File: config.mk
export PLATFORM = sky130hd
export DESIGN_NAME = ssse_top
export DESIGN_NICKNAME = d
export VERILOG_FILES = /design/src/rtl/ssse_pkg.sv /design/src/rtl/ssse_alu.sv /design/src/rtl/ssse_top.sv
export SDC_FILE = /design/constraint.sdc
export NUM_CORES = 1
export LEC_CHECK = 0
export ABC_CLOCK_PERIOD_IN_PS = 9300
export BUFFER_PORTS_ARGS = -buffer_cell sky130_fd_sc_hd__buf_2
export CAP_MARGIN = 20
export CORE_ASPECT_RATIO = 0.75
export CORE_MARGIN = 2
export CORE_UTILIZATION = 30
export CTS_BUF_LIST = sky130_fd_sc_hd__clkbuf_16
export CTS_CLUSTER_DIAMETER = 50
export DETAILED_ROUTE_END_ITERATION = 12
export SLEW_MARGIN = 15
export SYNTH_ARGS = -nofsm -noshare
export SYNTH_HDL_FRONTEND = slang
export SYNTH_HIERARCHICAL = 1
export SYNTH_SLANG_ARGS = --single-unit
File: constraint.sdc
create_clock -name MCLK -period 9.3 [get_ports MCLK]
set_clock_uncertainty 0.1 [all_clocks]
set_input_delay 0.93 -clock MCLK [delete_from_list [all_inputs] [get_ports MCLK]]
set_output_delay 0.93 -clock MCLK [all_outputs]
set_load 0.01 [all_outputs]
File: src/rtl/ssse_pkg.sv
package ssse_pkg;

  // ****************************************************************
  // Widths and bit positions
  // ****************************************************************
  localparam int unsigned DATA_W   = 8;
  localparam int unsigned PTR_W    = 16;
  localparam int unsigned PAGE_W   = 8;
  localparam int unsigned ADDR_W   = PAGE_W + PTR_W;
  localparam int unsigned BIT_SIGN = 7;
  localparam int unsigned BIT_LOW  = 0;

  // ****************************************************************
  // Opcodes
  // ****************************************************************
  localparam logic [7:0] OPC_PREFIX  = 8'hce;
  localparam logic [7:0] OPC_ASL_A   = 8'h80;
  localparam logic [7:0] OPC_ASL_B   = 8'h81;
  localparam logic [7:0] OPC_ASL_ABS = 8'h82;
  localparam logic [7:0] OPC_ASL_PTR = 8'h83;
  localparam logic [7:0] OPC_LSL_A   = 8'h84;
  localparam logic [7:0] OPC_LSL_B   = 8'h85;
  localparam logic [7:0] OPC_LSL_ABS = 8'h86;
  localparam logic [7:0] OPC_LSL_PTR = 8'h87;
  localparam logic [7:0] OPC_ASR_A   = 8'h88;
  localparam logic [7:0] OPC_ASR_B   = 8'h89;
  localparam logic [7:0] OPC_LSR_A   = 8'h8c;
  localparam logic [7:0] OPC_LSR_B   = 8'h8d;
  localparam logic [7:0] OPC_LSR_ABS = 8'h8e;
  localparam logic [7:0] OPC_LSR_PTR = 8'h8f;
  localparam logic [7:0] OPC_SLEEP   = 8'hae;
  localparam logic [7:0] OPC_SUB_A   = 8'h10;
  localparam logic [7:0] OPC_SUB_B   = 8'h11;
  // Default codes for the arithmetic right shift on memory
  localparam logic [7:0] OPC_ASR_ABS_DEF = 8'h8a;
  localparam logic [7:0] OPC_ASR_PTR_DEF = 8'h8b;

  // ****************************************************************
  // Cycle counts and sequencer points
  // ****************************************************************
  localparam logic [2:0] CYC_SUB     = 3'h2;
  localparam logic [2:0] CYC_REG     = 3'h3;
  localparam logic [2:0] CYC_SLEEP   = 3'h3;
  localparam logic [2:0] CYC_PTR     = 3'h4;
  localparam logic [2:0] CYC_ABS     = 3'h5;
  localparam logic [2:0] CNT_ONE     = 3'h1;
  localparam logic [2:0] CNT_RD_ABS  = 3'h4;
  localparam logic [2:0] CNT_CAPTURE = 3'h2;
  localparam logic [2:0] CNT_LAST    = 3'h1;

  // ****************************************************************
  // Reset values
  // ****************************************************************
  localparam logic [7:0]  RST_DATA = 8'h00;
  localparam logic [23:0] RST_ADDR = 24'h000000;
  localparam logic [2:0]  RST_CNT  = 3'h0;

  // ****************************************************************
  // Types
  // ****************************************************************
  typedef enum logic [2:0] {
    ALU_NONE = 3'h0,
    ALU_ASL  = 3'h1,
    ALU_LSL  = 3'h2,
    ALU_ASR  = 3'h3,
    ALU_LSR  = 3'h4,
    ALU_SUB  = 3'h5
  } ssse_aluop_t;

  typedef enum logic [1:0] {
    MODE_REG   = 2'h0,
    MODE_ABS   = 2'h1,
    MODE_PTR   = 2'h2,
    MODE_SLEEP = 2'h3
  } ssse_mode_t;

  typedef enum logic [2:0] {
    ST_IDLE   = 3'b001,
    ST_EXEC   = 3'b010,
    ST_ASLEEP = 3'b100
  } ssse_state_t;

  typedef struct packed {
    logic n;
    logic v;
    logic c;
    logic z;
  } ssse_flags_t;

  localparam ssse_flags_t RST_FLAGS = 4'h0;

  typedef struct packed {
    logic [7:0] first;
    logic [7:0] second;
    logic [7:0] low_address_byte;
  } ssse_ibytes_t;

  typedef struct packed {
    ssse_aluop_t op;
    ssse_mode_t  mode;
    logic        sel_b;
    logic [2:0]  ncyc;
    logic        legal;
  } ssse_dec_t;

  typedef struct packed {
    logic [7:0]  res;
    ssse_flags_t flags;
  } ssse_alu_res_t;

endpackage

File: src/rtl/ssse_alu.sv
module ssse_alu
  import ssse_pkg::*;
(
  // Operation select
  input  wire ssse_pkg::ssse_aluop_t   op,
  // Operands and current flags
  input  wire logic [7:0]              operand,
  input  wire logic [7:0]              a_val,
  input  wire ssse_pkg::ssse_flags_t   flags_in,
  // Result
  output      ssse_pkg::ssse_alu_res_t out
);

  logic [8:0] diff;

  always_comb begin
    out = {operand, flags_in};
    diff = {1'b0, a_val} - {1'b0, operand};
    case (op)
      ALU_ASL: begin
        out.res = {operand[BIT_SIGN-1:0], 1'b0};
        out.flags.c = operand[BIT_SIGN];
        out.flags.v = operand[BIT_SIGN] ^ operand[BIT_SIGN-1];
        out.flags.n = out.res[BIT_SIGN];
      end
      ALU_LSL: begin
        out.res = {operand[BIT_SIGN-1:0], 1'b0};
        out.flags.c = operand[BIT_SIGN];
        out.flags.n = out.res[BIT_SIGN];
      end
      ALU_ASR: begin
        out.res = {operand[BIT_SIGN], operand[BIT_SIGN:1]};
        out.flags.c = operand[BIT_LOW];
        out.flags.v = 1'b0;
        out.flags.n = out.res[BIT_SIGN];
      end
      ALU_LSR: begin
        out.res = {1'b0, operand[BIT_SIGN:1]};
        out.flags.c = operand[BIT_LOW];
        out.flags.n = 1'b0;
      end
      ALU_SUB: begin
        out.res = diff[DATA_W-1:0];
        out.flags.c = diff[DATA_W];
        out.flags.v = (a_val[BIT_SIGN] ^ operand[BIT_SIGN])
                    & (a_val[BIT_SIGN] ^ diff[BIT_SIGN]);
        out.flags.n = diff[BIT_SIGN];
      end
      default: begin
        out = {operand, flags_in};
      end
    endcase
    if (op != ALU_NONE) begin
      out.flags.z = (out.res == RST_DATA);
    end
  end

endmodule

File: src/rtl/ssse_top.sv
// Summary of operation
// - Left shift: top bit to carry, zero in
// - Arithmetic left matches logical, also sets overflow
// - Logical left keeps overflow, updates N C Z
// - Arithmetic right: low bit to carry, sign kept
// - Arithmetic right clears overflow, updates N C Z
// - Logical right: zero in top, N cleared
// - Absolute form: base page high, operand byte low
// - Extended models: data page supplies page bits
// - Pointer forms read, shift, write same address
// - Arithmetic left absolute: CE 82 byte, 5 cycles
// - Arithmetic left pointer: CE 83, 4 cycles
// - Logical left register: CE 84/85, 3 cycles
// - Logical left absolute: CE 86 byte, 5 cycles
// - Logical left pointer: CE 87, 4 cycles
// - Arithmetic right register: CE 88/89, 3 cycles
// - Arithmetic right memory: 5 absolute, 4 pointer
// - Logical right register: CE 8C/8D, 3 cycles
// - Logical right memory: CE 8E/8F, 5/4 cycles
// - Sleep: CE AE, 3 cycles, enters sleep
// - Asleep, core, peripherals and oscillator stop
// - Subtract into A: 10H/11H, 2 cycles, NVCZ
module ssse_top
  import ssse_pkg::*;
#(
  parameter logic [7:0] OPC_ASR_ABS = ssse_pkg::OPC_ASR_ABS_DEF,
  parameter logic [7:0] OPC_ASR_PTR = ssse_pkg::OPC_ASR_PTR_DEF
) (
  // Clock and reset
  input  wire logic                   MCLK,
  input  wire logic                   RST_N,
  // Instruction issue
  input  wire logic                   ISSUE,
  input  wire ssse_pkg::ssse_ibytes_t OP_BYTES,
  // Register preset from the core
  input  wire logic                   LOAD,
  input  wire logic [7:0]             LOAD_A,
  input  wire logic [7:0]             LOAD_B,
  input  wire ssse_pkg::ssse_flags_t  LOAD_FLAGS,
  // Page and pointer context
  input  wire logic [7:0]             BASE_PAGE_REG,
  input  wire logic [7:0]             DATA_PAGE_REG,
  input  wire logic [15:0]            POINTER_PAIR_REG,
  input  wire logic                   EXTENDED_MEMORY_MODELS,
  // Data memory
  input  wire logic [7:0]             MEM_RDATA,
  output      logic                   MEM_RD,
  output      logic                   MEM_WR,
  output      logic [23:0]            MEM_ADDR,
  output      logic [7:0]             MEM_WDATA,
  // Wake-up interrupt from outside the chip
  input  wire logic                   WAKE_IRQ,
  // Core state and status
  output      logic [7:0]             REG_A,
  output      logic [7:0]             REG_B,
  output      ssse_pkg::ssse_flags_t  STATUS_FLAGS_REG,
  output      logic                   BUSY,
  output      logic                   DONE,
  output      logic                   ILLEGAL,
  output      logic                   SLEEP_STOP
);
  import ssse_pkg::*;

  // ****************************************************************
  // Declarations
  // ****************************************************************
  ssse_state_t   state_r;
  ssse_state_t   state_nxt;
  logic [2:0]    cnt_r;
  ssse_aluop_t   op_r;
  ssse_mode_t    mode_r;
  logic          sel_b_r;
  logic [7:0]    opnd_r;
  logic [7:0]    reg_a_r;
  logic [7:0]    reg_b_r;
  ssse_flags_t   flags_r;
  logic [23:0]   addr_r;
  logic [7:0]    wdata_r;
  logic          mem_rd_r;
  logic          mem_wr_r;
  logic          busy_r;
  logic          done_r;
  logic          illegal_r;
  logic          sleep_r;
  logic          wake_meta_r;
  logic          wake_sync_r;
  ssse_dec_t     dec;
  logic          take;
  logic          exec;
  logic          capture;
  logic          last;
  logic [7:0]    page;
  logic [7:0]    alu_operand;
  ssse_alu_res_t alu_out;

  // ****************************************************************
  // Instruction decode
  // ****************************************************************
  function automatic ssse_dec_t decode(input ssse_ibytes_t ib);
    ssse_dec_t d;
    d = '0;
    if (ib.first == OPC_PREFIX) begin
      d.legal = 1'b1;
      d.sel_b = (ib.second == OPC_ASL_B) || (ib.second == OPC_LSL_B)
             || (ib.second == OPC_ASR_B) || (ib.second == OPC_LSR_B);
      if (ib.second == OPC_ASL_A || ib.second == OPC_ASL_B) begin
        d.op = ALU_ASL;
        d.mode = MODE_REG;
        d.ncyc = CYC_REG;
      end else if (ib.second == OPC_ASL_ABS) begin
        d.op = ALU_ASL;
        d.mode = MODE_ABS;
        d.ncyc = CYC_ABS;
      end else if (ib.second == OPC_ASL_PTR) begin
        d.op = ALU_ASL;
        d.mode = MODE_PTR;
        d.ncyc = CYC_PTR;
      end else if (ib.second == OPC_LSL_A || ib.second == OPC_LSL_B) begin
        d.op = ALU_LSL;
        d.mode = MODE_REG;
        d.ncyc = CYC_REG;
      end else if (ib.second == OPC_LSL_ABS) begin
        d.op = ALU_LSL;
        d.mode = MODE_ABS;
        d.ncyc = CYC_ABS;
      end else if (ib.second == OPC_LSL_PTR) begin
        d.op = ALU_LSL;
        d.mode = MODE_PTR;
        d.ncyc = CYC_PTR;
      end else if (ib.second == OPC_ASR_A || ib.second == OPC_ASR_B) begin
        d.op = ALU_ASR;
        d.mode = MODE_REG;
        d.ncyc = CYC_REG;
      end else if (ib.second == OPC_ASR_ABS) begin
        d.op = ALU_ASR;
        d.mode = MODE_ABS;
        d.ncyc = CYC_ABS;
      end else if (ib.second == OPC_ASR_PTR) begin
        d.op = ALU_ASR;
        d.mode = MODE_PTR;
        d.ncyc = CYC_PTR;
      end else if (ib.second == OPC_LSR_A || ib.second == OPC_LSR_B) begin
        d.op = ALU_LSR;
        d.mode = MODE_REG;
        d.ncyc = CYC_REG;
      end else if (ib.second == OPC_LSR_ABS) begin
        d.op = ALU_LSR;
        d.mode = MODE_ABS;
        d.ncyc = CYC_ABS;
      end else if (ib.second == OPC_LSR_PTR) begin
        d.op = ALU_LSR;
        d.mode = MODE_PTR;
        d.ncyc = CYC_PTR;
      end else if (ib.second == OPC_SLEEP) begin
        d.op = ALU_NONE;
        d.mode = MODE_SLEEP;
        d.ncyc = CYC_SLEEP;
      end else begin
        d.legal = 1'b0;
      end
    end else if (ib.first == OPC_SUB_A || ib.first == OPC_SUB_B) begin
      d.legal = 1'b1;
      d.op = ALU_SUB;
      d.mode = MODE_REG;
      d.sel_b = (ib.first == OPC_SUB_B);
      d.ncyc = CYC_SUB;
    end
    return d;
  endfunction

  assign dec     = decode(OP_BYTES);
  // Preset wins over issue so the latched operand is never stale
  assign take    = (state_r == ST_IDLE) && ISSUE && !LOAD && dec.legal;
  assign exec    = (state_r == ST_EXEC);
  assign capture = exec && (mode_r == MODE_ABS || mode_r == MODE_PTR)
                && (cnt_r == CNT_CAPTURE);
  assign last    = exec && (cnt_r == CNT_LAST);
  assign page    = EXTENDED_MEMORY_MODELS ? DATA_PAGE_REG : RST_DATA;
  assign alu_operand = capture ? MEM_RDATA : opnd_r;

  ssse_alu u_alu (
    .op       (op_r),
    .operand  (alu_operand),
    .a_val    (reg_a_r),
    .flags_in (flags_r),
    .out      (alu_out)
  );

  // ****************************************************************
  // Sequencer
  // ****************************************************************
  always_comb begin
    state_nxt = state_r;
    case (state_r)
      ST_IDLE: begin
        if (take) begin
          state_nxt = ST_EXEC;
        end
      end
      ST_EXEC: begin
        if (cnt_r == CNT_LAST) begin
          state_nxt = (mode_r == MODE_SLEEP) ? ST_ASLEEP : ST_IDLE;
        end
      end
      ST_ASLEEP: begin
        if (wake_sync_r) begin
          state_nxt = ST_IDLE;
        end
      end
      default: begin
        state_nxt = ST_IDLE;
      end
    endcase
  end

  always_ff @(posedge MCLK or negedge RST_N) begin
    if (!RST_N) begin
      state_r   <= ST_IDLE;
      cnt_r     <= RST_CNT;
      busy_r    <= 1'b0;
      done_r    <= 1'b0;
      illegal_r <= 1'b0;
      sleep_r   <= 1'b0;
    end else begin
      state_r   <= state_nxt;
      busy_r    <= (state_nxt == ST_EXEC);
      done_r    <= last;
      illegal_r <= (state_r == ST_IDLE) && ISSUE && !LOAD && !dec.legal;
      // Stop request for core clock, peripherals and oscillator
      sleep_r   <= (state_nxt == ST_ASLEEP);
      if (take) begin
        cnt_r <= dec.ncyc - CNT_ONE;
      end else if (exec) begin
        cnt_r <= cnt_r - CNT_ONE;
      end
    end
  end

  // ****************************************************************
  // Wake-up synchroniser
  // ****************************************************************
  // The clock this samples must keep running while asleep, or be
  // restarted by the wake source itself outside this block.
  always_ff @(posedge MCLK or negedge RST_N) begin
    if (!RST_N) begin
      wake_meta_r <= 1'b0;
      wake_sync_r <= 1'b0;
    end else begin
      wake_meta_r <= WAKE_IRQ;
      wake_sync_r <= wake_meta_r;
    end
  end

  // ****************************************************************
  // Latched instruction
  // ****************************************************************
  always_ff @(posedge MCLK or negedge RST_N) begin
    if (!RST_N) begin
      op_r    <= ALU_NONE;
      mode_r  <= MODE_REG;
      sel_b_r <= 1'b0;
      opnd_r  <= RST_DATA;
    end else if (take) begin
      op_r    <= dec.op;
      mode_r  <= dec.mode;
      sel_b_r <= dec.sel_b;
      opnd_r  <= dec.sel_b ? reg_b_r : reg_a_r;
    end else if (capture) begin
      opnd_r  <= MEM_RDATA;
    end
  end

  // ****************************************************************
  // Data memory access
  // ****************************************************************
  always_ff @(posedge MCLK or negedge RST_N) begin
    if (!RST_N) begin
      addr_r   <= RST_ADDR;
      mem_rd_r <= 1'b0;
      mem_wr_r <= 1'b0;
      wdata_r  <= RST_DATA;
    end else begin
      if (take && dec.mode == MODE_PTR) begin
        addr_r <= {page, POINTER_PAIR_REG};
      end else if (take && dec.mode == MODE_ABS) begin
        addr_r <= {page, BASE_PAGE_REG, OP_BYTES.low_address_byte};
      end
      // Both memory forms read in the cycle where the count is three
      mem_rd_r <= (take && dec.mode == MODE_PTR)
               || (exec && mode_r == MODE_ABS && cnt_r == CNT_RD_ABS);
      mem_wr_r <= capture;
      if (capture) begin
        wdata_r <= alu_out.res;
      end
    end
  end

  // ****************************************************************
  // Architectural registers
  // ****************************************************************
  always_ff @(posedge MCLK or negedge RST_N) begin
    if (!RST_N) begin
      reg_a_r <= RST_DATA;
      reg_b_r <= RST_DATA;
      flags_r <= RST_FLAGS;
    end else if (state_r == ST_IDLE && LOAD) begin
      reg_a_r <= LOAD_A;
      reg_b_r <= LOAD_B;
      flags_r <= LOAD_FLAGS;
    end else if (last && mode_r != MODE_SLEEP) begin
      flags_r <= alu_out.flags;
      if (mode_r == MODE_REG) begin
        if (op_r == ALU_SUB || !sel_b_r) begin
          reg_a_r <= alu_out.res;
        end else begin
          reg_b_r <= alu_out.res;
        end
      end
    end
  end

  // ****************************************************************
  // Outputs
  // ****************************************************************
  assign MEM_RD           = mem_rd_r;
  assign MEM_WR           = mem_wr_r;
  assign MEM_ADDR         = addr_r;
  assign MEM_WDATA        = wdata_r;
  assign REG_A            = reg_a_r;
  assign REG_B            = reg_b_r;
  assign STATUS_FLAGS_REG = flags_r;
  assign BUSY             = busy_r;
  assign DONE             = done_r;
  assign ILLEGAL          = illegal_r;
  assign SLEEP_STOP       = sleep_r;

endmodule

Yosys cells after proc, flatten, opt, wreduce, memory -nomap -nowiden
Index checks and enable logic that the tools add are counted.

Input bits: 90. Bits in registers: 80.

Equality and inequality tests: 40. Muxes and demuxes: 68. $add $sub $neg: 3. Bitwise logic cells: 4. Reduce and logical (&&, ||, !) cells: 47.

Operator list (number): $eq 8x8->1 const B (18); $mux 8 (12); $mux 5 (12); $mux 3 (18); $mux 24 (2); $pmux 9 s4 (1); $mux 10 (2); $eq 8x5->1 const B (2); $eq 3x2->1 const B (5); $eq 3x3->1 const B (5); $mux 1 (14); $logic_and 1x1->1 (13); $reduce_bool 2->1 (6); $logic_or 1x1->1 (11); $eq 3x1->1 const B (3); $pmux 3 s3 (1); $sub 8x8->9 (1); $logic_not 8->1 (1); $mux 4 (2); $reduce_and 2->1 (4); $reduce_bool 4->1 (2); $eq 2x2->1 const B (3); $pmux 1 s3 (2); $reduce_and 3->1 (2); other kinds (11) (20).

Depth between registers and ports, before layout
Gate-level depths: netlist of run 1.

Depth in word-level cells: 19. Depth in mapped cells: 16.

Hierarchy
The synthesis of run 1 kept the hierarchy.

By module, submodules not included: ssse_top (seq. area each 2003.2 sq um, instances 1, area an instance 4046.4 sq um, cells an instance 400); ssse_alu (seq. area each 0.0 sq um, instances 1, area an instance 954.7 sq um, cells an instance 140).

Least setup slack after synthesis of run 1
OpenSTA, ideal clock, no wires.

Path type: flip-flop to flip-flop. Start: register state_r[2]. End: register flags_r (netlist bit STATUS_FLAGS_REG[0]). Data required time: 9.117 ns. Slack: 5.475 ns. Buffers on the path: 1. Period minus slack after synthesis: 3.825 ns. Cell stages (with the launch flop): 16. Setup time: 0.083 ns. Arrival time: 3.642 ns. Path through: dfrtp_1 nor4b_2 and3_1 buf_2 mux2_2 ha_1 inv_1 fa_1 a21o_1 a221oi_1 xnor2_1 o21ai_0 or4_4 o31ai_2 mux2i_1 o21ai_0.

RTL lines: start, declared (RTL line ssse_top.sv:67) `ssse_state_t state_r;`; start signal, assigned (RTL line ssse_top.sv:225) `state_r <= state_nxt;`; end signal, assigned (RTL line ssse_top.sv:311) `flags_r <= alu_out.flags;`; end, declared (RTL line ssse_top.sv:76) `ssse_flags_t flags_r;`.

==> summary.md, run 1 <==
| Metric | Value |
|---|---|
| Outcome | finished, final reports clean |
| Most common cell in the netlist | dfrtp_1 |
| Ys async rst share | 1.00 |
| Final Setup Violations | 0 |
| Core Util, Final | 0.381 |
| 1st-iter DRT viols | roughly 340 |
| Fin Hold WS | about 0.25 ns |
| Final slew viol count | 0 |
| DPL Wire Length | 11500 um |
| Filler cell count | roughly 1700 |
| Core Footprint | between 15000 and 20000 um2 |
| Placed cell areas | a little under 6000 um2 |
| CTS Hold Buffers Added | 0 |
| Design area | roughly 6000 um2 |
| Largest area contributor in the netlist | dfrtp_1 |
| All-Layer GR Usage | 0.178 |
| Commonest cells post-synth | 79 x dfrtp_1, 70 x nand2_1, 36 x a21oi_1 |
| Nets | between 700 and 800 |
| Synth Instances | between 500 and 600 |
| Post-Syn Nets | 647 |
| I/O Buffers | between 100 and 150 |
| Post-layout min period | around 4.5 ns |
| Clock transition at the registers of the reported paths | around 0.070 ns |
| Share of cells above drive strength 1 | 0.292 |
| Largest cells by area after synthesis | dfrtp_1 40%, mux2i_1 7.0%, nand2_1 5.3%, ha_1 4.0%, mux2_2 3.8% |
| Measured slew at the worst slew-check pin | about 1.1 ns |
| R2R Setup Slk | approximately 4.8 ns |
| Die area | ~18000 um2 |
| Setup Fix Bufs, Post-CTS | 0 |
| CTS H-Tree Depth | 3 |
| Largest net degree at the start of global routing | 81 |
| Initial Utilization | 0.309 |
| Pre-CTS setup slack | about 5 ns |
| P&R area growth vs syn | 23.1% |
| Netlist cell types | slightly above 70 |
| Initial antenna violation count | 0 |
| RSZ-0062 raised after global routing | false |
| CTS Buf Count | 9 |
| CTS tree | built |
| Die height | 116 um |
| Crit path DAT | around 4.7 ns |
| Antenna cell count | 0 |
| Post-synth EDFFs | 0 |
| Worst-path maximum fanout | 17 |
| Startpoint types | flip-flop |
| Crit Path Class | flip-flop to flip-flop |
| Post-cts sizing count | 0 |
| CP required | 9.47 ns |
| Final setup TNS | 0 ns |
| Fin cells | slightly below 900 |
| Pre-antenna DRT Iters | 4 |
| WL final | approximately 16000 um |
| Cell Pwr Density | ~150 nW/um2 |
| Max VDD drop | around 0.090 mV |
| Fin crit share | 0.483 |
| Vias/cell | between 5 and 6 |
| Max-cap check violation count | 0 |
| Overflow after GRT | 0 |
| Most common flop cell mapped by yosys | dfrtp_1 |
| Worst setup margin | between 4 and 5 ns |
| Skew-Pair Late Insertion Delay | around 0.35 ns |
| Worst setup EP type | flip-flop |
| Final Wtd Congestion | 0.871 |
| DRC violations left | 0 |
| Tot Pwr | approximately 0.90 mW |
| Endpoints failing hold | 0 |
| # IOs | around 150 |
| Synthesis-stage register bit count | 80 |
| Leakage | ~3 nW |
| Placed Cells incl. Taps | 871 |
| Core Rows | 40 |
| CTS root buffer | clkbuf_16 |
| Detail Route Antenna Nets | 0 |
| Post-Syn Area per Cell | about 9.3 um2 |
| Slew headroom | 0.272 |
| First-pass GRT wire length | 24500 um |
| Share of Yosys cell area claimed by the top area cell type | 0.395 |
| Hold Path Class | flip-flop to flip-flop |
| Vias in the first global route | around 4300 |
| Vias | between 4000 and 5000 |
| Sink Count | 80 |
| CTS max path bufs | 2 |
| Detailed-route wire length per cell | around 18 um |
| Peak Freq | between 200 and 250 MHz |
| Mapped cell area | 5000 um2 |
| Die Wd | 153 um |
| Register area share after synthesis | 0.401 |
| Synth warn | 6 |
path summary, 6_finish.rpt:
path | startpoint | end | cells after the start
worst max-delay path | state_r[2]$_DFF_PN0_ | STATUS_FLAGS_REG[0]$_DFFE_PN0P_ | 15
worst min-delay path | wake_meta_r$_DFF_PN0_ | wake_sync_r$_DFF_PN0_ | 0
worst max register to register | state_r[2]$_DFF_PN0_ | STATUS_FLAGS_REG[0]$_DFFE_PN0P_ | 15
worst min register to register | wake_meta_r$_DFF_PN0_ | wake_sync_r$_DFF_PN0_ | 0
max in group asynchronous | RST_N | STATUS_FLAGS_REG[1]$_DFFE_PN0P_ | 1
min in group asynchronous | RST_N | MEM_ADDR[16]$_DFFE_PN0P_ | 1
where the power goes:
group          total, mW  switching [mW]  internal [mW]
Sequential         0.381          0.0192          0.362
Clock              0.360           0.171          0.190
Combinational      0.157          0.0914         0.0656
Total              0.899           0.281          0.617
routing by layer:
metal,vias up,track usage,part of all wire
li1,2219,-,-
met1,2161,0.256,0.49
met2,145,0.259,0.43
met3,13,0.0587,0.079
met4,0,0.0426,0.010
met5,-,0,0
cell type report:
class	instances	area (um2)	share of cell area
multi-input combinational	408	2740	0.444
sequential	80	2000	0.325
timing repair buffer	151	779	0.127
clock buffer	9	225	0.0366
tap	210	263	0.0427
clock inverter	7	67.6	0.0110
inverter	22	82.6	0.0134
critical path: stages (launching register included):
cell	delay [ns]
dfrtp_1	0.43
nor4b_2	0.41
and3_1	0.22
buf_4	0.27
mux2_2	0.28
ha_1	0.17
inv_1	0.05
fa_1	0.40
a21o_1	0.20
a221oi_1	0.43
xnor2_1	0.19
o21ai_0	0.20
or4_4	0.60
o31ai_2	0.20
mux2i_1	0.10
o21ai_0	0.16
cells in the final DEF (no fill, tap or decap), types with 9 or more instances in the layout:
cell type | synthesis | layout
mux2_2 | 17 | 17
buf_2 | 10 | 146
clkbuf_16 | 0 | 9
o211ai_1 | 15 | 15
nor2_1 | 29 | 28
inv_1 | 21 | 21
o21ai_1 | 9 | 9
dfrtp_1 | 79 | 79
mux2i_1 | 35 | 35
nand3_1 | 34 | 34
nand2_1 | 70 | 70
a21oi_1 | 36 | 36
ha_1 | 16 | 16
o21ai_0 | 30 | 30
nand2b_1 | 9 | 9
logic make-up (layout without fill, tap and decap cells):
logic type	after synthesis	count (layout)	synth area share
fa+ha+maj	17	17	0.0440
simple gates	196	196	0.205
buf+inv	52	189	0.0528
compound gates	135	135	0.173
flops	80	80	0.401
xor+xnor	7	7	0.0123
mux	53	53	0.113
state kept, by name, indices dropped and copies added (netlist names):
signal / flops
cnt_r: 3
DONE: 1
mode_r: 2
wake_meta_r: 1
ILLEGAL: 1
MEM_WDATA: 8
STATUS_FLAGS_REG: 4
REG_B: 8
BUSY: 1
state_r: 3
sel_b_r: 1
SLEEP_STOP: 1
wake_sync_r: 1
REG_A: 8
MEM_WR: 1
MEM_ADDR: 24
op_r: 3
MEM_RD: 1
opnd_r: 8
Note: power is estimated with default switching activity, not from simulation.
==> run 2, diff against run 1 <==
- ABC_CLOCK_PERIOD_IN_PS: 9300 -> 4200
- clock period: 9.3 -> 4.2 ns (I/O delays scaled with it)
==> run 2 against run 1 <==
Net effect: power increased by 120%; sequential cell count unchanged; global-route usage decreased by 0.19 points; sequential share of layout area decreased by 0.69 points; via count increased by 3.0%; design area increased by 2.2%; maximum frequency increased by 13%; combinational power increased by 140%; sequential power increased by 120%; cell count increased by 1.7%; clock-buffer cell count unchanged; non-clock buffer count increased by 14; largest cell class unchanged; largest power group unchanged.
==> summary.md, run 2 (same netlist as run 1, synthesis figures left out) <==
| Metric | Value |
|---|---|
| Outcome | finished, final reports clean (unchanged) |
| CP required | 4.36 ns (was 9.47 ns) |
| Startpoint types | flip-flop (unchanged) |
| Vias in the first global route | 4417 (was 4349) |
| Share of cells above drive strength 1 | 0.305 (was 0.292) |
| Skew-Pair Late Insertion Delay | 0.35 ns (about the same) |
| Overflow after GRT | 0 (unchanged) |
| Clock transition at the registers of the reported paths | 0.06 ns (was 0.07 ns) |
| DRC violations left | 0 (unchanged) |
| Fin crit share | 0.944 (was 0.483) |
| Detailed-route wire length per cell | 17.2 um (was 17.5 um) |
| Vias/cell | 5.18 (was 5.12) |
| CTS tree | built (unchanged) |
| Most common cell after layout, fill and taps aside | buf_2 (unchanged) |
| 1st-iter DRT viols | 344 (was 342) |
| Max-cap check violation count | 0 (unchanged) |
| I/O Buffers | 147 (unchanged) |
| Clk pwr share | 0.400 (was 0.401) |
| # IOs | 148 (unchanged) |
| Max VDD drop | 0.205 mV (was 0.0896 mV) |
| Die height | 116 um (unchanged) |
| Die Wd | 153 um (unchanged) |
| Measured slew at the worst slew-check pin | 0.916 ns (was 1.09 ns) |
| Final setup TNS | 0 ns (unchanged) |
| Final Setup Violations | 0 (unchanged) |
| Combinational power share | 0.183 (was 0.175) |
| Tot Pwr | 2.02 mW (was 0.899 mW) |
| Hold Path Class | primary input to flip-flop (was flip-flop to flip-flop) |
| Psw | 0.596 mW (was 0.281 mW) |
| RSZ-0062 raised after global routing | false (unchanged) |
| Setup Fix Bufs, Post-CTS | 0 (unchanged) |
| Largest net degree at the start of global routing | 43 (was 81) |
| Most frequent cells in the layout | 146 x buf_2, 79 x dfrtp_1, 70 x nand2_1, 36 x a21oi_1, 35 x mux2i_1 (unchanged) |
| Filler cell count | 1645 (was 1659) |
| Initial Utilization | 0.309 (unchanged) |
| WL final | 15500 um (about the same) |
| Detail Route Antenna Nets | 0 (unchanged) |
| Fin cells | 902 (was 887) |
| Crit path DAT | 4.13 ns (was 4.67 ns) |
| Sequential group share of total power | 0.418 (was 0.424) |
| Leakage | 3.08 nW (was 3.00 nW) |
| Worst setup EP type | flip-flop (unchanged) |
| Initial antenna violation count | 1 (was 0) |
| Pre-antenna DRT Iters | 7 (was 4) |
| Final Wtd Congestion | 0.892 (was 0.871) |
| Slew headroom | 0.389 (was 0.272) |
| Core Footprint | 16200 um2 (unchanged) |
| Nets | 793 (was 779) |
| Crit Path Class | flip-flop to flip-flop (unchanged) |
| DPL Wire Length | 11500 um (about the same) |
| Worst-path maximum fanout | 17 (unchanged) |
| Max reg flops | 24 (unchanged) |
| Die area | 17700 um2 (unchanged) |
| Endpoints failing hold | 0 (unchanged) |
| Switching part of the total | 0.295 (was 0.313) |
| Power Internal | 1.42 mW (was 0.617 mW) |
| Peak Freq | 252 MHz (was 223 MHz) |
| CTS root buffer | clkbuf_16 (unchanged) |
| Cell Pwr Density | 321 nW/um2 (was 146 nW/um2) |
| Core Rows | 40 (unchanged) |
| Sink Count | 80 (unchanged) |
| P&R area growth vs syn | 25.8% (was 23.1%) |
| CTS H-Tree Depth | 3 (unchanged) |
| CTS max path bufs | 2 (unchanged) |
| Placed Cells incl. Taps | 884 (was 871) |
| Final slew viol count | 0 (unchanged) |
| CTS Buf Count | 9 (unchanged) |
| Vias | 4675 (was 4538) |
| Core Util, Final | 0.389 (was 0.381) |
| Post-layout min period | 3.96 ns (was 4.49 ns) |
| First-pass GRT wire length | 24400 um (was 24500 um) |
| All-Layer GR Usage | 0.176 (was 0.178) |
## run 2: cell types whose count changed in the layout (fill, tap and decap cells not counted), sizes merged
cell / previous run / this run
bufinv: 0 / 1
inv: 28 / 24
buf: 151 / 164
dlygate4sd3: 0 / 1
clkinv: 0 / 2
clkinvlp: 1 / 2
diode: 0 / 1
## run 2: path summary, 6_finish.rpt
path | cells past startpoint | end | start | slack (ns)
setup / recovery | 15 | STATUS_FLAGS_REG[0]$_DFFE_PN0P_ | state_r[2]$_DFF_PN0_ | 0.24
hold / removal | 1 | wake_meta_r$_DFF_PN0_ | WAKE_IRQ | 0.07
setup reg to reg | 15 | STATUS_FLAGS_REG[0]$_DFFE_PN0P_ | state_r[2]$_DFF_PN0_ | 0.24
hold reg to reg | 0 | wake_sync_r$_DFF_PN0_ | wake_meta_r$_DFF_PN0_ | 0.26
max in group asynchronous | 3 | BUSY$_DFF_PN0_ | RST_N | 2.55
min in group asynchronous | 2 | MEM_ADDR[20]$_DFFE_PN0P_ | RST_N | 0.48
## run 2: cell type report
| class | instances | area, um2 | area share |
|---|---|---|---|
| flip-flops and latches | 80 | 2000 | 0.318 |
| repair buffers | 165 | 888 | 0.141 |
| well taps | 210 | 263 | 0.0418 |
| inverters | 22 | 82.6 | 0.0131 |
| clock buffers | 9 | 225 | 0.0358 |
| diodes | 1 | 2.50 | 0.000398 |
| clock inverters | 7 | 71.3 | 0.0113 |
| multi-input cells | 408 | 2750 | 0.438 |
## run 2: layer usage
layer  vias to the layer above  track usage  wire [um]
li1                       2261            -          -
met1                      2221        0.256       7440
met2                       182        0.255       6510
met3                        11       0.0621       1430
met4                         0       0.0315        112
met5                         -            0          0
## run 2: power groups by stage
stage                     clock [mW]  combinational, mW  sequential [mW]
after floorplan                    0              0.206            0.846
after global placement             0              0.354            0.856
after detailed placement           0              0.356            0.857
after CTS                      0.831              0.360            0.842
after global routing           0.869              0.407            0.848
final                          0.806              0.369            0.843
## run 2: metrics by stage
| step | hold slack, ns | setup slack, ns | instance area, um2 |
|---|---|---|---|
| 6_report | 0.0734 | 0.237 | 6290 |
| 5_1_grt | 0.0565 | 0.000448 | 6290 |
| 4_1_cts | 0.0561 | 0.154 | 6270 |
| 3_5_place_dp | 0.242 | 0.185 | 5960 |
| 3_3_place_gp | 0.235 | 0.276 | 5960 |
| 2_1_floorplan | 0.0244 | 0.375 | 5000 |
## run 2: critical path, stage by stage (launching register included)
cell	delay, ns
dfrtp_1	0.42
nor4b_2	0.31
and3_1	0.24
buf_12	0.17
mux2_2	0.36
ha_1	0.20
inv_1	0.07
fa_1	0.20
a21o_1	0.22
a21oi_1	0.11
and3_1	0.19
o32a_1	0.31
or4_4	0.52
o31ai_2	0.19
mux2i_1	0.10
o21ai_0	0.16
## run 2: timing repair
item	4_1_cts	5_1_grt
endpoints found under the setup margin	0	1
resized for setup	0	2
endpoints found under the hold margin	38	0
hold buffers	1	0
==> run 3, diff against run 2 <==
--- a/config.mk
+++ b/config.mk
@@ -15,4 +15,5 @@
 export CTS_CLUSTER_DIAMETER = 50
 export DETAILED_ROUTE_END_ITERATION = 12
+export RECOVER_POWER = 25
 export SLEW_MARGIN = 15
 export SYNTH_ARGS = -nofsm -noshare
--- a/constraint.sdc
+++ b/constraint.sdc
@@ -3,3 +3,3 @@
 set_input_delay 0.42 -clock MCLK [delete_from_list [all_inputs] [get_ports MCLK]]
 set_output_delay 0.42 -clock MCLK [all_outputs]
-set_load 0.01 [all_outputs]
+set_load 0.02 [all_outputs]
==> run 3 against run 2 <==
Net effect: the run now ends with capacitance limit, slew limit left; critical path depth unchanged; global-route usage unchanged; routed wire length down 0.43%; cell count unchanged; critical endpoint unchanged; non-clock buffer count unchanged; combinational power up 4%; register-to-register slack about the same; highest routed layer unchanged; sequential power about the same; via count up 0.19%.
==> summary.md, run 3 (same netlist as run 1, synthesis figures left out) <==
| Metric | Value |
|---|---|
| Largest net degree at the start of global routing | 43 (unchanged) |
| Nets | 793 (unchanged) |
| Overflow after GRT | 0 (unchanged) |
| I/O Buffers | 147 (unchanged) |
| Max VDD drop | 0.205 mV (about the same) |
| Final slew viol count | 40 (was 0) |
| R2R Setup Slk | 0.24 ns (about the same) |
| Min-Delay Startpoint | WAKE_IRQ (unchanged) |
| Worst Reg-to-Reg Cells | 15 (unchanged) |
| Die height | 116 um (unchanged) |
| Fin crit share | 0.943 (was 0.944) |
| Leakage | 3.02 nW (was 3.08 nW) |
| CTS root buffer | clkbuf_16 (unchanged) |
| Pre-antenna DRT Iters | 6 (was 7) |
| Core Util, Final | 0.388 (was 0.389) |
| Cell Pwr Density | 324 nW/um2 (was 321 nW/um2) |
| Filler cell count | 1651 (was 1645) |
| Detailed-route wire length per cell | 17.1 um (was 17.2 um) |
| Vias/cell | 5.19 (was 5.18) |
| Skew-Pair Late Insertion Delay | 0.35 ns (about the same) |
| DRC violations left | 0 (unchanged) |
| Die area | 17700 um2 (unchanged) |
| Worst Path Buf+Inv | 2 (unchanged) |
| Worst-path maximum fanout | 17 (unchanged) |
| 1st-iter DRT viols | 345 (was 344) |
| # IOs | 148 (unchanged) |
| Max-cap check violation count | 1 (was 0) |
| Die Wd | 153 um (unchanged) |
| Crit path DAT | 4.12 ns (was 4.13 ns) |
| CTS tree | built (unchanged) |
| Startpoint types | flip-flop (unchanged) |
| CTS max path bufs | 2 (unchanged) |
| All-Layer GR Usage | 0.176 (unchanged) |
| P&R area growth vs syn | 25.4% (was 25.8%) |
| Placed Cells incl. Taps | 884 (unchanged) |
| Met2 Use GR | 0.255 (unchanged) |
| First-pass GRT wire length | 24400 um (unchanged) |
| Vias in the first global route | 4417 (unchanged) |
| Sink Count | 80 (unchanged) |
| RSZ-0062 raised after global routing | false (unchanged) |
| Setup Fix Bufs, Post-CTS | 0 (unchanged) |
| Grt met3 use | 0.0621 (unchanged) |
| CP required | 4.36 ns (about the same) |
| CP top delay family | simple AND/OR/NAND/NOR gates (unchanged) |
| Final Setup Violations | 0 (unchanged) |
| Failing checks | capacitance limit, slew limit |
| Final Wtd Congestion | 0.892 (unchanged) |
| Vias | 4684 (was 4675) |
| Measured slew at the worst slew-check pin | 2.13 ns (was 0.916 ns) |
| Detail Route Antenna Nets | 0 (unchanged) |
| Most frequent cells in the layout | 134 x buf_2, 79 x dfrtp_1, 70 x nand2_1, 36 x a21oi_1, 35 x mux2i_1 (was 146 x buf_2, 79 x dfrtp_1, 70 x nand2_1, 36 x a21oi_1, 35 x mux2i_1) |
| Initial antenna violation count | 1 (unchanged) |
| Clock transition at the registers of the reported paths | 0.06 ns (about the same) |
| Outcome | complete, but fails checks (was finished, final reports clean) |
| Share of cells above drive strength 1 | 0.287 (was 0.305) |
| Fin cells | 902 (unchanged) |
| Final setup TNS | 0 ns (unchanged) |
| Max reg flops | 24 (unchanged) |
| Crit Path Class | flip-flop to flip-flop (unchanged) |
| Top Usage Layer GRT | met1 (unchanged) |
| Most common cell after layout, fill and taps aside | buf_2 (unchanged) |
| Critical R2R Capture | STATUS_FLAGS_REG[0]$_DFFE_PN0P_ (unchanged) |
| Worst setup EP type | flip-flop (unchanged) |
| Post-layout min period | 3.96 ns (about the same) |
| CTS H-Tree Depth | 3 (unchanged) |
| Hold path cells | 1 (unchanged) |
| Core Rows | 40 (unchanged) |
| Min-Delay Endpoint | wake_meta_r$_DFF_PN0_ (unchanged) |
| Peak Freq | 253 MHz (was 252 MHz) |
| Met1 Use GR | 0.256 (unchanged) |
| Max stage delay on crit path | 0.52 ns (about the same) |
| Slowest-stage cell, CP | or4_4 (unchanged) |
| Crit-path cells | nor4b_2 > and3_1 > buf_12 > mux2_2 > ha_1 > inv_1 > fa_1 > a21o_1 > a21oi_1 > and3_1 > o32a_1 > or4_4 > o31ai_2 > mux2i_1 > o21ai_0 (unchanged) |
| Worst reg2reg path startpoint | state_r[2]$_DFF_PN0_ (unchanged) |
| WL final | 15400 um (was 15500 um) |
| Slew headroom | -0.419 (was 0.389) |
| Hold Path Class | primary input to flip-flop (unchanged) |
| Endpoints failing hold | 0 (unchanged) |
| Core Footprint | 16200 um2 (unchanged) |
| CTS Buf Count | 9 (unchanged) |
| DPL Wire Length | 11500 um (unchanged) |
| Initial Utilization | 0.309 (unchanged) |
| Cell mode on critical path | and3_1 (unchanged) |
[run 3: cell count changes in the layout (fill, tap and decap cells not counted), sizes merged]
cell    before  now
clkbuf       9   22
buf        164  151
[run 3: cell type report]
type | instances | area, um2 | share of cell area
well taps | 210 | 263 | 0.0419
clock buffers | 9 | 225 | 0.0359
multi-input cells | 408 | 2750 | 0.439
flip-flops and latches | 80 | 2000 | 0.319
inverters | 22 | 82.6 | 0.0132
repair buffers | 165 | 870 | 0.139
diodes | 1 | 2.50 | 0.000399
clock inverters | 7 | 71.3 | 0.0114
[run 3: worst max path at each step]
stage / start / end / slack (ns) / cells after the start
6_report: state_r[2]$_DFF_PN0_ / STATUS_FLAGS_REG[0]$_DFFE_PN0P_ / 0.24 / 15
5_1_grt: state_r[2]$_DFF_PN0_ / STATUS_FLAGS_REG[0]$_DFFE_PN0P_ / 0.0004 / 15
4_1_cts: state_r[2]$_DFF_PN0_ / STATUS_FLAGS_REG[0]$_DFFE_PN0P_ / 0.15 / 15
3_5_place_dp: state_r[2]$_DFF_PN0_ / STATUS_FLAGS_REG[0]$_DFFE_PN0P_ / 0.18 / 15
3_3_place_gp: state_r[2]$_DFF_PN0_ / STATUS_FLAGS_REG[0]$_DFFE_PN0P_ / 0.28 / 15
2_1_floorplan: state_r[2]$_DFF_PN0_ / STATUS_FLAGS_REG[0]$_DFFE_PN0P_ / 0.38 / 15
[run 3: report_power, final]
group,internal (mW),switching [mW]
Clock,0.461,0.346
Combinational,0.160,0.223
Sequential,0.802,0.0412
Total,1.42,0.610
[run 3: what timing repair did]
item | 4_1_cts | 5_1_grt
endpoints found under the setup margin | 0 | 1
resized for setup | 0 | 2
hold buffers | 1 | 0
hold endpoints to repair | 38 | 0
[run 3: per-stage QoR]
stage	power, mW	hold WS (ns)	cell area, um2	setup WS, ns
2_1_floorplan	1.07	0.0244	5000	0.375
3_3_place_gp	1.23	0.235	5960	0.276
3_5_place_dp	1.23	0.242	5960	0.185
4_1_cts	2.05	0.0561	6270	0.154
5_1_grt	2.14	0.0565	6270	0.000448
6_report	2.03	0.0734	6270	0.240
[run 3: routing by layer]
layer / share of wire / up-vias
met5: 0 / -
met4: 0.0073 / 0
met3: 0.095 / 11
met2: 0.43 / 195
met1: 0.47 / 2221
li1: - / 2257
[run 3: worst register-to-register path, cell delays in order (launching register included)]
cell and delay (ns):
dfrtp_1 0.42, nor4b_2 0.31, and3_1 0.24, buf_12 0.17
mux2_2 0.37, ha_1 0.20, inv_1 0.07, fa_1 0.21
a21o_1 0.23, a21oi_1 0.11, and3_1 0.19, o32a_1 0.31
or4_4 0.52, o31ai_2 0.19, mux2i_1 0.10, o21ai_0 0.16
